===== src/common/wwd_defines.svh =====
// register offsets, field positions, reset values and timing counts of the window watchdog
`ifndef WWD_DEFINES_SVH
`define WWD_DEFINES_SVH

// printed offsets are not all multiples of four: they are indices, byte address = 4 * index
`define WWD_IDX_CONTROL       2'h0
`define WWD_IDX_WINDOW        2'h1
`define WWD_ADDR_CONTROL      12'h000
`define WWD_ADDR_WINDOW       12'h004
`define WWD_ADDR_STATUS       12'h008
`define WWD_ACT_BIT           7
`define WWD_TOP_BIT           6
`define WWD_COUNT_RESET       7'h7F
`define WWD_WINDOW_RESET      7'h7F
`define WWD_PRESCALE_CYCLES   12288
`define WWD_PRESCALE_LAST     14'h2FFF
`define WWD_RST_PULSE_CYCLES  4'h8

`endif


===== src/common/wwd_pkg.sv =====
// types shared by the window watchdog
package wwd_pkg;

	typedef enum logic [1:0] {
		WWD_RUN   = 2'h1,
		WWD_RESET = 2'h2
	} wwd_state_t;

	typedef struct packed {
		logic        psel;
		logic        penable;
		logic        pwrite;
		logic [11:0] paddr;
		logic [31:0] pwdata;
	} wwd_apb_req_t;

	typedef struct packed {
		logic        pready;
		logic        pslverr;
		logic [31:0] prdata;
	} wwd_apb_rsp_t;

	typedef struct packed {
		wwd_state_t  state;
		logic        act;
		logic [6:0]  count;
		logic [6:0]  window;
		logic [13:0] presc;
		logic [3:0]  rst_cnt;
		logic [1:0]  cause;
		logic [31:0] prdata;
		logic        pslverr;
	} wwd_state_s_t;

endpackage


===== src/verilog/wwd_window_watchdog.sv =====
// window watchdog with apb register access and system reset request
`timescale 1ns/1ps
`default_nettype none
`include "wwd_defines.svh"

// Overview of operation
// - activation flag set by write, cleared by reset
// - flag high enables reset, low blocks it unless the hardware option is set
// - count steps every 12288 cycles, free prescaler
// - reset when count falls from 0x40
// - count in bits 6:0, resets to 0x7F
// - hardware option forces watchdog permanently enabled
// - window limit bits 6:0, bit 7 zero
// - reset on reload above window limit
// - counter decrements even while disabled
// - halt request resets when option selected
module wwd_window_watchdog (
	input  wire logic                  clk,
	input  wire logic                  resetn,
	input  wire wwd_pkg::wwd_apb_req_t apb_req,
	output      wwd_pkg::wwd_apb_rsp_t apb_rsp,
	input  wire logic                  hw_watchdog_option,
	input  wire logic                  halt_reset_option,
	input  wire logic                  halt_request,
	output      logic                  halt_grant,
	output      logic                  system_reset_req
);

	wwd_pkg::wwd_state_s_t s_q;
	wwd_pkg::wwd_state_s_t s_d;

	logic       enabled;
	logic       wr_access;
	logic       rd_setup;
	logic       wr_control;
	logic       wr_window;
	logic       step;
	logic [6:0] count_next;
	logic       expire;
	logic       early_reload;
	logic       halt_reset;

	function automatic logic addr_hit(input logic [11:0] addr);
		addr_hit = (addr == `WWD_ADDR_CONTROL) || (addr == `WWD_ADDR_WINDOW)
			|| (addr == `WWD_ADDR_STATUS);
	endfunction

	assign enabled      = s_q.act | hw_watchdog_option;
	assign wr_access    = apb_req.psel & apb_req.penable & apb_req.pwrite;
	assign rd_setup     = apb_req.psel & ~apb_req.penable & ~apb_req.pwrite;
	assign wr_control   = wr_access && apb_req.paddr == `WWD_ADDR_CONTROL;
	assign wr_window    = wr_access && apb_req.paddr == `WWD_ADDR_WINDOW;
	assign step         = s_q.presc == `WWD_PRESCALE_LAST;
	assign count_next   = step ? s_q.count - 7'h01 : s_q.count;
	// top bit falling on a tick counts as expiry; software clearing it is checked separately in the state logic
	assign expire       = s_q.count[`WWD_TOP_BIT] & ~count_next[`WWD_TOP_BIT];
	assign early_reload = wr_control && (s_q.count > s_q.window);
	assign halt_reset   = halt_request & halt_reset_option;

	// halt passes through only when no reset is to be issued instead
	assign halt_grant       = halt_request & ~(enabled & halt_reset_option);
	assign system_reset_req = s_q.state == wwd_pkg::WWD_RESET;

	assign apb_rsp.pready  = 1'b1;
	assign apb_rsp.pslverr = s_q.pslverr;
	assign apb_rsp.prdata  = s_q.prdata;

	always_comb begin
		s_d         = s_q;
		s_d.pslverr = 1'b0;
		// prescaler phase is never disturbed by register writes
		s_d.presc   = step ? 14'h0000 : s_q.presc + 14'h0001;
		s_d.count   = count_next;
		if (wr_control) begin
			s_d.count = apb_req.pwdata[6:0];
			if (apb_req.pwdata[`WWD_ACT_BIT]) begin
				s_d.act = 1'b1;
			end
		end
		if (wr_window) begin
			s_d.window = apb_req.pwdata[6:0];
		end
		// read data and error are latched in setup so they stand through the access phase
		if (rd_setup) begin
			unique case (apb_req.paddr)
				`WWD_ADDR_CONTROL: s_d.prdata = {24'h000000, s_q.act, s_q.count};
				`WWD_ADDR_WINDOW:  s_d.prdata = {25'h0000000, s_q.window};
				`WWD_ADDR_STATUS:  s_d.prdata = {28'h0000000, enabled, 1'b0, s_q.cause};
				default:           s_d.prdata = 32'h00000000;
			endcase
		end
		if ((apb_req.psel & ~apb_req.penable) && !addr_hit(apb_req.paddr)) begin
			s_d.pslverr = 1'b1;
		end
		unique case (s_q.state)
			wwd_pkg::WWD_RUN: begin
				// a control write loads the counter, so the tick-based expiry is void then
				if (enabled && ((expire && !wr_control) || early_reload
					|| (wr_control && !apb_req.pwdata[`WWD_TOP_BIT])
					|| halt_reset)) begin
					s_d.state   = wwd_pkg::WWD_RESET;
					s_d.rst_cnt = `WWD_RST_PULSE_CYCLES;
					s_d.cause   = early_reload ? 2'h2 : (halt_reset ? 2'h3 : 2'h1);
				end
			end
			wwd_pkg::WWD_RESET: begin
				// held until the system reset returns through resetn
				if (s_q.rst_cnt != 4'h0) begin
					s_d.rst_cnt = s_q.rst_cnt - 4'h1;
				end
			end
			default: s_d.state = wwd_pkg::WWD_RUN;
		endcase
	end

	always_ff @(posedge clk) begin
		if (!resetn) begin
			s_q.state   <= wwd_pkg::WWD_RUN;
			s_q.act     <= 1'b0;
			s_q.count   <= `WWD_COUNT_RESET;
			s_q.window  <= `WWD_WINDOW_RESET;
			s_q.presc   <= 14'h0000;
			s_q.rst_cnt <= 4'h0;
			s_q.cause   <= 2'h0;
			s_q.prdata  <= 32'h00000000;
			s_q.pslverr <= 1'b0;
		end else begin
			s_q <= s_d;
		end
	end

endmodule
`default_nettype wire


===== config.mk =====
export PLATFORM = sky130hd
export DESIGN_NAME = wwd_window_watchdog
export DESIGN_NICKNAME = d
export VERILOG_FILES = /design/src/common/wwd_pkg.sv /design/src/verilog/wwd_window_watchdog.sv
export VERILOG_INCLUDE_DIRS = /design/src /design/src/common
export SDC_FILE = /design/constraint.sdc
export NUM_CORES = 1
export LEC_CHECK = 0
export BUFFER_PORTS_ARGS = -buffer_cell sky130_fd_sc_hd__buf_2
export CORE_MARGIN = 1.5
export CORE_UTILIZATION = 34
export CTS_BUF_LIST = sky130_fd_sc_hd__clkbuf_16
export CTS_CLUSTER_DIAMETER = 150
export CTS_CLUSTER_SIZE = 16
export DETAILED_ROUTE_END_ITERATION = 10
export PLACE_DENSITY_LB_ADDON = 0.12
export SLEW_MARGIN = 20
export SYNTH_ARGS = -nofsm -noshare
export SYNTH_HDL_FRONTEND = slang
export SYNTH_SLANG_ARGS = --single-unit

===== constraint.sdc =====
create_clock -name clk -period 1.8 [get_ports clk]
set_input_delay 0.18 -clock clk [delete_from_list [all_inputs] [get_ports clk]]
set_output_delay 0.18 -clock clk [all_outputs]
set_load 0.01 [all_outputs]

== Yosys cells after proc, flatten, opt, wreduce, memory -nomap -nowiden ==
Index checks and enable logic that the tools add are counted.

* Shifts and indexed selects: 0
* Div/mod/pow operators: 0
* Mux-type cells: 8
* Reduce and logical (&&, ||, !) cells: 21
* Magnitude comparators: 1
* Equality and inequality tests: 6
* Bitwise gates (word level): 15
* $mul: 0
* Add/subtract/negate cells: 2

{| class="wikitable"
|+ Operator list
! operator !! number
|-
| $pmux 8 s3 || 1
|-
| $add 14x1->14 const B || 1
|-
| $eq 14x14->1 const B || 1
|-
| $mux 7 || 2
|-
| $eq 12x3->1 const B || 1
|-
| $eq 12x4->1 const B || 1
|-
| $logic_not 12->1 || 1
|-
| $and 1x1->1 || 8
|-
| $gt 7x7->1 || 1
|-
| $logic_and 1x1->1 || 7
|-
| $sub 7x1->7 const B || 1
|-
| $mux 2 || 3
|-
| $not 1->1 || 6
|-
| $reduce_and 2->1 || 3
|-
| $logic_or 1x1->1 || 5
|-
| $pmux 2 s2 || 1
|-
| $logic_not 1->1 || 3
|-
| $eq 2x1->1 const B || 1
|-
| $eq 2x2->1 const B || 1
|-
| $ne 2x2->1 const B || 1
|-
| $reduce_bool 2->1 || 1
|-
| $reduce_or 2->1 || 1
|-
| $mux 1 || 1
|-
| $or 1x1->1 || 1
|}

* Output and inout bits: 36
* Bits in writable memories: 0
* Memories: 0
* Bits in latches: 0
* Flip-flop bits (word level): 66
* Word-level logic and storage cells: 62
* Input port bits: 52
* Bits in read-only memories: 0

== Longest topological paths before layout ==
Gate-level depths: netlist of the first run.

* Depth after elaboration: 11
* Gate-level depth with buffers: 8
* Depth with buffers taken out: 8

== Least setup slack after synthesis of the first run ==
Ideal clock, no wire load.

* Path type: register to register
* From: register s_q[55] (netlist name)
* To: register s_q[69] (netlist name)
* Data required time: 1.685 ns
* Period minus slack after synthesis: 1.964 ns
* Path slack: -0.164 ns
* Arrival: 1.849 ns
* Library setup time: 0.115 ns
* Stages on the path, launching flop included: 9
* Path buffers: 0
* Cells stage by stage: dfxtp_1 > inv_1 > ha_1 > a21oi_1 > a21oi_1 > a2111oi_2 > o2bb2ai_1 > o21ai_1 > o21a_1

* Longest elaborated chain between the ends: 8

{| class="wikitable"
|+ Ends and longest elaborated chain
! element !! line !! text
|-
| from (decl) || wwd_window_watchdog.sv:29 || <nowiki>wwd_pkg::wwd_state_s_t s_q;</nowiki>
|-
| $gt 7x7->1 || wwd_window_watchdog.sv:57 || <nowiki>assign early_reload = wr_control && (s_q.count > s_q.window);</nowiki>
|-
| $logic_and 1x1->1 || wwd_window_watchdog.sv:57 ||
|-
| $logic_or 1x1->1 (3 in a row) || wwd_window_watchdog.sv:98 || <nowiki>if (enabled && ((expire && !wr_control) || early_reload</nowiki>
|-
| $logic_and 1x1->1 || wwd_window_watchdog.sv:98 ||
|-
| $ne 2x2->1 (no line) || - ||
|-
| $reduce_and 2->1 (no line) || - ||
|}

No other way between the ends.
A chain may end at the register's enable or synchronous reset.

== Worst setup path in the final report of the first run ==
Ends and elaborated chain as after synthesis.

==> results of run 1 <==
## state kept, by name (all words and copies together) (netlist names)
register	cells
s_q	33
apb_rsp	9
## worst register-to-register path, stage by stage (launching register included)
cell and delay (ns):
dfxtp_2 0.33, inv_2 0.05, ha_4 0.24, a21oi_2 0.15, a21oi_2 0.09, a2111oi_4 0.32
o2bb2ai_2 0.18, o21ai_4 0.10, o21a_1 0.17
## what timing repair did
item                                    CTS  global route
endpoints found under the setup margin    3             8
pin swaps                                 0            11
setup buffers                             0             4
gates resized for setup                   1            25
## synthesized netlist by cell type, types with 2 or more instances
cell	n	share of area
nand3b_1	5	0.015
and3_1	2	0.0051
nand3_1	8	0.016
xnor2_1	10	0.035
and2_1	5	0.013
o21ai_0	13	0.026
conb_1	2	0.0030
a22oi_1	3	0.0091
nand2b_1	2	0.0051
o21a_1	2	0.0061
a211oi_1	2	0.0061
clkbuf_1	7	0.011
buf_4	34	0.10
a21boi_0	2	0.0061
xor2_1	7	0.025
ha_1	9	0.046
nor2_1	32	0.049
nand2_1	25	0.038
nor2b_1	7	0.018
inv_1	9	0.014
dfxtp_1	42	0.34
or3_1	2	0.0051
or3b_1	2	0.0071
mux2i_1	10	0.040
nand4_1	6	0.015
a21oi_1	5	0.010
o211ai_1	7	0.021
o21ai_1	3	0.0061
nor4_1	4	0.010
nor4_4	3	0.026
and4_1	2	0.0071
## power by group through the flow
stage          Combinational [mW]  Clock (mW)  Sequential, mW
2_1_floorplan               0.131           0           0.965
3_3_place_gp                0.166           0           0.965
3_5_place_dp                0.165           0           0.965
4_1_cts                     0.167        1.02           0.944
5_1_grt                     0.191        1.06           0.946
6_report                    0.169       0.997           0.945
## per-layer routing
layer  wire, um  track usage  vias up
met4         44       0.0469        0
met2       2420        0.223       53
li1           -            -     1064
met3        283       0.0289        4
met5          0            0        -
met1       2750        0.201      925
## kinds of logic (layout without fill, tap and decap cells)
group	Yosys count	after routing	share of synthesized area
AOI/OAI and AO/OA	42	42	0.115
xor gates and xnor gates	17	17	0.0602
adders and majority gates	9	9	0.0455
buffers and inverters	53	95	0.135
DFF	42	42	0.340
muxes	10	10	0.0404
other	2	25	0.00303
and+or+nand+nor	113	113	0.260
## final cells by class
| cell class | count | area (sq um) |
|---|---|---|
| Clock inverter | 2 | 33.8 |
| Multi-Input combinational cell | 216 | 1500 |
| Tap cell | 96 | 120 |
| Timing Repair Buffer | 79 | 498 |
| Clock buffer | 5 | 125 |
| Fill cell | 709 | 3750 |
| Inverter | 9 | 33.8 |
| Sequential cell | 42 | 850 |
## worst min path at each step
| stage | endpoint | slack (ns) | cells past startpoint |
|---|---|---|---|
| after global routing | s_q[58] | 0.16 | 3 |
| after detailed placement | s_q[57] | 0.43 | 3 |
| final | s_q[57] | 0.14 | 3 |
| after CTS | s_q[57] | 0.14 | 3 |
| after floorplan | s_q[61] | 0.30 | 2 |
| after global placement | s_q[57] | 0.42 | 3 |
## per-stage QoR
| step | instance area (sq um) | setup TNS, ns | hold WS [ns] | instances |
|---|---|---|---|---|
| after CTS | 3020 | 0 | 0.139 | 445 |
| after global routing | 3160 | -0.0730 | 0.157 | 449 |
| final | 3160 | 0 | 0.138 | 449 |
| after floorplan | 2570 | 0 | 0.304 | 311 |
| after global placement | 2860 | -0.171 | 0.423 | 438 |
| after detailed placement | 2860 | -0.153 | 0.428 | 438 |
==> impl_metrics.env, run 1 <==
export IMPL_p_per_area_nw_per_um2=669
export IMPL_cts_hold_buf=0
export IMPL_crit_cells=8
export IMPL_finalHoldViolations=0
export IMPL_drtIter0Drc=84
export IMPL_die_x_um=88.3
export IMPL_place_detailed_hpwl_um=4190
export IMPL_clock_skew_ns=0.00666
export IMPL_dr_pass1_iters=4
export IMPL_synthCells=288
export IMPL_mostFrequentLayoutCell="buf_4"
export IMPL_finalSetupViolCount=0
export IMPL_crit_arrival_ns=1.91
export IMPL_crit_family="compound AO/OA/AOI/OAI gates"
export IMPL_io_pins=88
export IMPL_ys_seq_area_frac=0.340
export IMPL_rsz0062_at_grt="true"
export IMPL_via_per_inst=4.56
export IMPL_fin_util=0.457
export IMPL_antenna_found_initial=0
export IMPL_path_common_cell="a21oi_2"
export IMPL_ys_warnings_count=0
export IMPL_p_comb_frac=0.080
export IMPL_diodes=0
export IMPL_layout_common_cells="buf_4 (41), buf_2 (38), dfxtp_1 (35), nor2_1 (32), conb_1 (25)"
export IMPL_cellLeakagePower_nw=1.37
export IMPL_critical_path_buf_inv_count=1
export IMPL_fp_row_count=30
export IMPL_crit_end="s_q[69]"
export IMPL_seq_power_share=0.448
export IMPL_ys_async_sr_fraction=0
export IMPL_synth_edf_count=0
export IMPL_switching_share=0.219
export IMPL_critPathSlowestCell="dfxtp_2"
export IMPL_fin_crit_sh=0.962
export IMPL_drcViolationCount=0
export IMPL_path_clk_slew_ns=0.06
export IMPL_drive_above_1_share=0.334
export IMPL_status="complete, no violations"
export IMPL_cts_buffers=5
export IMPL_min_from="apb_req[4]"
export IMPL_p_int_mw=1.65
export IMPL_ys_flop_type="dfxtp_1"
export IMPL_critPathRequiredTime_ns=1.98
export IMPL_worstReg2RegEnd="s_q[69]"
export IMPL_syn_to_final_growth_pct=27.6
export IMPL_finalWirelength_um=5500
export IMPL_cts_tree="done"
export IMPL_slew_violations=0
export IMPL_maxCapViolCount=0
export IMPL_netSwitchingPower_uw=462
export IMPL_clkSinkCount=42
export IMPL_clk_path_buf_depth=2
export IMPL_gp_congestion=0.727
export IMPL_vias=2046
export IMPL_r2r_setup_slack_ns=0.07
export IMPL_ys_ff_latch=42
export IMPL_cp_max_fo=4
export IMPL_critPathKind="register to register"
export IMPL_finalPower_mw=2.11
export IMPL_clkPwrFrac=0.472
export IMPL_io_buffers=38
export IMPL_period_needed_ns=1.73
export IMPL_r2r_start="s_q[55]"
export IMPL_grt_util_all_layers=0.144
export IMPL_htree_levels=2
export IMPL_worst_slack_ns=0.0681
export IMPL_min_path_type="primary input to register"
export IMPL_syn_area_per_cell_sq_um=8.59
export IMPL_startpoint="s_q[55]"
export IMPL_ctsRootBufferMaster="clkbuf_16"
export IMPL_die_area_sq_um=7800
export IMPL_ir_drop_v=0.000313
export IMPL_grt_max_degree=19
export IMPL_fmax_mhz=577
export IMPL_end_kind="register"
export IMPL_wl_per_cell_um=12.2
export IMPL_start_kind="register"
export IMPL_synth_cell_types=47
export IMPL_worstPathCellList="inv_2 -> ha_4 -> a21oi_2 -> a21oi_2 -> a2111oi_4 -> o2bb2ai_2 -> o21ai_4 -> o21a_1"
export IMPL_max_stage_delay_ns=0.33
export IMPL_initial_core_util=0.358
export IMPL_grt_pass1_wl_um=8540
export IMPL_pre_cts_slack_ns=-0.0667
export IMPL_grt_overflow=0
export IMPL_grt_pass1_vias=1772
export IMPL_antenna_left=0
export IMPL_die_y_um=88.3
export IMPL_coreArea_sq_um=6910
export IMPL_nNetsFinal=414
export IMPL_clock_latency_ns=0.28
export IMPL_syn_area_sq_um=2470
export IMPL_rr_worst_depth=8
Power figures use the tool's default switching activity.
==> run 2: changes to the inputs <==
CORE_ASPECT_RATIO = 0.5   (was default)
==> run 2 against run 1 <==
First-iteration DRC count fell by 15%. Non-clock buffer count rose by 6. Clock-buffer cell count did not move. Total power rose by 1.6%. Routed wire length rose by 4.6%. Die area rose by 0.40%. Sequential share of layout area fell by 0.67 points. Clock power barely moved. Critical endpoint is now s_q[33]. Highest routed layer unchanged.
==> impl_metrics.env, run 2 (synthesized netlist as in run 1, its figures left out) <==
export IMPL_cts_buffers=5
export IMPL_critical_path_buf_inv_count=2
export IMPL_clock_latency_ns=0.29
export IMPL_grt_overflow=0
export IMPL_end_kind="register"
export IMPL_critPathSlowestCell="dfxtp_1"
export IMPL_regMostFlops="s_q"
export IMPL_status="complete, no violations"
export IMPL_mostFrequentLayoutCell="buf_4"
export IMPL_final_cell_area_sq_um=3240
export IMPL_clkSinkCount=42
export IMPL_nNetsFinal=420
export IMPL_grt_met3_usage=0.0389
export IMPL_fin_crit_sh=0.949
export IMPL_cts_tree="done"
export IMPL_vias=2106
export IMPL_maxCapViolCount=0
export IMPL_crit_family="compound AO/OA/AOI/OAI gates"
export IMPL_finalPower_mw=2.15
export IMPL_dr_pass1_iters=4
export IMPL_clk_path_buf_depth=2
export IMPL_drcViolationCount=0
export IMPL_p_per_area_nw_per_um2=662
export IMPL_fmax_mhz=586
export IMPL_wl_per_cell_um=12.7
export IMPL_worstPathCellList="inv_1 -> ha_1 -> nand4_1 -> a21oi_2 -> a2111oi_4 -> buf_4 -> o31ai_1 -> mux2i_1"
export IMPL_finalHoldViolations=0
export IMPL_grt_pass1_vias=2024
export IMPL_ctsRootBufferMaster="clkbuf_16"
export IMPL_diodes=0
export IMPL_io_buffers=38
export IMPL_path_clk_slew_ns=0.06
export IMPL_via_per_inst=4.66
export IMPL_htree_levels=2
export IMPL_whs_ns=0.131
export IMPL_drtIter0Drc=71
export IMPL_fill_cells=657
export IMPL_pre_cts_slack_ns=-0.0268
export IMPL_drive_above_1_share=0.353
export IMPL_critPathRequiredTime_ns=1.97
export IMPL_layout_common_cells="buf_4 (46), buf_2 (38), dfxtp_1 (34), nor2_1 (32)"
export IMPL_max_stage_delay_ns=0.33
export IMPL_antenna_found_initial=0
export IMPL_grt_util_all_layers=0.157
export IMPL_cellLeakagePower_nw=1.43
export IMPL_die_area_sq_um=7830
export IMPL_finalSetupViolCount=0
export IMPL_place_area_sq_um=2890
export IMPL_start_kind="register"
export IMPL_grt_max_degree=18
export IMPL_grt_pass1_wl_um=9470
export IMPL_io_pins=88
export IMPL_grt_busiest_layer="met2"
export IMPL_grt_util_met1=0.201
export IMPL_crit_arrival_ns=1.87
export IMPL_fp_row_count=21
export IMPL_critPathKind="register to register"
export IMPL_antenna_left=0
export IMPL_place_detailed_hpwl_um=4350
export IMPL_period_needed_ns=1.71
export IMPL_clock_skew_ns=0.00388
export IMPL_die_x_um=124
export IMPL_cts_hold_buf=0
export IMPL_finalWirelength_um=5750
export IMPL_coreArea_sq_um=6860
export IMPL_min_path_type="primary input to register"
export IMPL_largest_reg_flops=33
export IMPL_syn_to_final_growth_pct=31.0
export IMPL_cp_max_fo=2
export IMPL_die_y_um=63.3
export IMPL_use_met2=0.264
export IMPL_initial_core_util=0.361
export IMPL_ir_drop_v=0.000251
export IMPL_slew_violations=0
export IMPL_worst_slack_ns=0.0923
export IMPL_gp_congestion=0.728
-- run 2: cell type report --
class,instances,area [sq um],area share
clock buffer,5,125,0.0386
tap,92,115,0.0355
sequential,42,851,0.262
multi-input combinational,216,1530,0.472
timing repair buffer,85,547,0.169
clock inverter,3,40.0,0.0123
inverter,9,33.8,0.0104
-- run 2: path summary, 6_finish.rpt --
kind / startpoint / end / slack [ns] / cells after the start
worst max-delay path: s_q[56] / s_q[33] / 0.09 / 8
worst max register to register: s_q[56] / s_q[33] / 0.09 / 8
worst min-delay path: apb_req[4] / s_q[57] / 0.13 / 3
worst min register to register: s_q[34] / s_q[34] / 0.47 / 2
-- run 2: metal layers --
metal	vias up	share of wire
met3	7	0.054
met5	-	0
met1	968	0.47
li1	1076	-
met2	55	0.46
met4	0	0.0097
-- run 2: metrics by stage --
| stage | instances | util | TNS (ns) |
|---|---|---|---|
| 2_1_floorplan | 311 | - | 0 |
| 3_3_place_gp | 438 | 0.421 | -0.0121 |
| 3_5_place_dp | 438 | 0.421 | -0.0550 |
| 4_1_cts | 446 | 0.446 | 0 |
| 5_1_grt | 452 | 0.473 | -0.0500 |
| 6_report | 452 | 0.473 | 0 |
-- run 2: timing repair --
action / CTS / global route
pin swaps: 1 / 14
setup endpoints to repair: 4 / 21
endpoints found under the hold margin: 0 / 0
resized for setup: 2 / 29
buffers inserted: 0 / 6
-- run 2: power by group --
| group | internal, mW | switching, mW | leakage [nW] |
|---|---|---|---|
| clock | 0.649 | 0.374 | 0.0836 |
| combinational | 0.0717 | 0.104 | 1.01 |
| sequential | 0.940 | 0.00735 | 0.339 |
| total | 1.66 | 0.485 | 1.43 |
-- run 2: tightest hold or removal path: stages --
cell and delay (ns):
buf_2 0.09, nand2_1 0.04, o211ai_1 0.07
==> run 3: changes to the inputs <==
ABC_AREA = 1   (was default)
==> run 3 against run 2 <==
Total power down 8.2%. Core utilization down 5.1 points. Clock-buffer cell count unchanged. Maximum frequency up 1.5%. Register-to-register slack better by 0.02 ns. Cell count up 6.6%. Critical path depth up 4. Area after synthesis up 1.3%. Critical endpoint is now s_q[68]. Largest cell class unchanged. Highest routed layer unchanged.
==> impl_metrics.env, run 3 <==
export IMPL_status="complete, no violations"
export IMPL_end_kind="register"
export IMPL_synth_compound_area_frac=0.123
export IMPL_place_detailed_hpwl_um=4350
export IMPL_htree_levels=2
export IMPL_synthMuxAreaShare=0
export IMPL_synth_simple_gate_area_frac=0.291
export IMPL_cts_tree="done"
export IMPL_clkSinkCount=42
export IMPL_finalSetupViolCount=0
export IMPL_clk_path_buf_depth=2
export IMPL_clock_skew_ns=0.0124
export IMPL_layout_common_cells="nand2_1 (69), dfxtp_1 (40), inv_1 (38), buf_2 (38), nor2_1 (30)"
export IMPL_rr_worst_depth=12
export IMPL_finalPower_mw=1.97
export IMPL_regMostFlops="s_q"
export IMPL_mostFrequentLayoutCell="nand2_1"
export IMPL_period_needed_ns=1.68
export IMPL_grt_overflow=0
export IMPL_drive_above_1_share=0.238
export IMPL_cellLeakagePower_nw=1.42
export IMPL_synth_edf_count=0
export IMPL_cts_hold_buf=0
export IMPL_die_area_sq_um=7930
export IMPL_r2r_setup_slack_ns=0.12
export IMPL_ys_flop_type="dfxtp_1"
export IMPL_worstReg2RegEnd="s_q[68]"
export IMPL_synthCells=347
export IMPL_via_per_inst=4.52
export IMPL_yosys_area_top_type_share=0.335
export IMPL_ctsRootBufferMaster="clkbuf_16"
export IMPL_synth_area_leaders="dfxtp_1 (34%), nand2_1 (11%), buf_4 (10%)"
export IMPL_path_clk_slew_ns=0.07
export IMPL_cts_buffers=5
export IMPL_drcViolationCount=0
export IMPL_clock_latency_ns=0.29
export IMPL_synth_xor_area_share=0.0245
export IMPL_gp_congestion=0.856
export IMPL_diodes=0
export IMPL_crit_arrival_ns=1.87
export IMPL_worst_slack_ns=0.117
export IMPL_whs_ns=0.136
export IMPL_synth_cell_types=37
export IMPL_syn_area_per_cell_sq_um=7.23
export IMPL_synth_largest_area_cell="dfxtp_1"
export IMPL_ys_ff_latch=42
export IMPL_grt_util_all_layers=0.149
export IMPL_cp_max_fo=5
export IMPL_maxCapViolCount=0
export IMPL_drtIter0Drc=73
export IMPL_synth_top_family_by_area="simple AND/OR/NAND/NOR gates"
export IMPL_die_y_um=63.7
export IMPL_min_to="s_q[67]"
export IMPL_r2r_start="s_q[39]"
export IMPL_finalWirelength_um=5570
export IMPL_dr_pass1_iters=4
export IMPL_fin_crit_sh=0.935
export IMPL_nNetsFinal=450
export IMPL_ys_async_sr_fraction=0
export IMPL_fill_cells=700
export IMPL_ir_drop_v=0.000369
export IMPL_finalHoldViolations=0
export IMPL_start_kind="register"
export IMPL_yosys_top_cells_count="nand2_1 (71), dfxtp_1 (42), inv_1 (41)"
export IMPL_min_path_type="primary input to register"
export IMPL_ys_warnings_count=0
export IMPL_vias=2178
export IMPL_synth_most_common_cell="nand2_1"
export IMPL_initial_core_util=0.363
export IMPL_antenna_left=0
export IMPL_grt_max_degree=16
export IMPL_syn_area_sq_um=2510
export IMPL_die_x_um=124
export IMPL_io_pins=88
export IMPL_coreArea_sq_um=6910
export IMPL_syn_to_final_growth_pct=16.3
export IMPL_min_from="apb_req[7]"
export IMPL_slew_violations=0
export IMPL_p_per_area_nw_per_um2=676
export IMPL_grt_pass1_wl_um=9340
export IMPL_fmax_mhz=594
export IMPL_fp_row_count=21
export IMPL_io_buffers=38
export IMPL_grt_pass1_vias=1958
export IMPL_synthAdderAreaFrac=0.0449
export IMPL_critPathKind="register to register"
export IMPL_pre_cts_slack_ns=0.0496
export IMPL_critPathRequiredTime_ns=1.99
export IMPL_ys_seq_area_frac=0.335
export IMPL_largest_reg_flops=33
export IMPL_wl_per_cell_um=11.6
export IMPL_whs_path_depth=3
export IMPL_antenna_found_initial=0
[run 3: changes by cell type in the layout (fill, tap and decap cells not counted), sizes merged, moves of 5 or more]
cell   change
a21oi     +16
and2       -5
buf       -36
inv       +37
mux2i     -10
nand2     +51
nand3     +12
nor2       +9
nor2b      -7
nor4       -8
xnor2      -8
[run 3: repair_timing]
item / CTS / global route
gates resized for setup: 0 / 15
endpoints found under the setup margin: 0 / 12
buffers inserted: 0 / 1
[run 3: worst max path at each step]
stage            start      end  slack (ns)  cells after the start
2_1_floorplan  s_q[39]  s_q[68]        0.28                     12
3_3_place_gp   s_q[39]  s_q[68]        0.14                     12
3_5_place_dp   s_q[60]  s_q[68]        0.05                     11
4_1_cts        s_q[60]  s_q[68]        0.03                     11
5_1_grt        s_q[58]  s_q[33]       -0.03                     13
6_report       s_q[39]  s_q[68]        0.12                     12
[run 3: stage by stage]
stage	setup TNS, ns	cell area (sq um)	instances	utilization
after CTS	0	2850	481	0.412
after detailed placement	0	2710	473	0.392
after global placement	0	2710	473	0.392
after global routing	-0.0484	2920	482	0.422
final	0	2920	482	0.422
after floorplan	0	2590	370	-
[run 3: cells by family (layout without fill, tap and decap cells)]
kind of cell,count (synthesis),in the layout
compound gates,51,51
flops,42,42
other cells,2,25
simple gates,152,152
xor+xnor,7,7
buf+inv,84,104
fa+ha+maj,9,9
[run 3: cell type report]
| class | instances | area, sq um | share of cell area |
|---|---|---|---|
| Clock inverter | 3 | 16.3 | 0.00558 |
| Inverter | 47 | 179 | 0.0614 |
| Sequential cell | 42 | 843 | 0.289 |
| Clock buffer | 5 | 125 | 0.0429 |
| Timing Repair Buffer | 49 | 273 | 0.0936 |
| Multi-Input combinational cell | 244 | 1360 | 0.468 |
| Tap cell | 92 | 115 | 0.0395 |
[run 3: where the power goes]
group	internal [mW]	switching, mW
Sequential	0.940	0.00526
Combinational	0.0494	0.0936
Clock	0.507	0.376
[run 3: worst max-delay path: stages (launching register included)]
cell	delay (ns)
dfxtp_1	0.35
ha_2	0.19
nand2_2	0.07
nor2_4	0.11
inv_2	0.07
nor2_4	0.12
nand2_4	0.09
nor2_4	0.13
nand3_2	0.08
nand2_2	0.11
nand2_4	0.08
a21oi_4	0.14
inv_2	0.04
[run 3: per-layer routing]
layer | vias to the layer above | track usage | routed length [um]
met1 | 963 | 0.196 | 2760
met2 | 64 | 0.241 | 2450
li1 | 1144 | - | -
met5 | - | 0 | 0
met3 | 7 | 0.0433 | 318
met4 | 0 | 0.0345 | 44
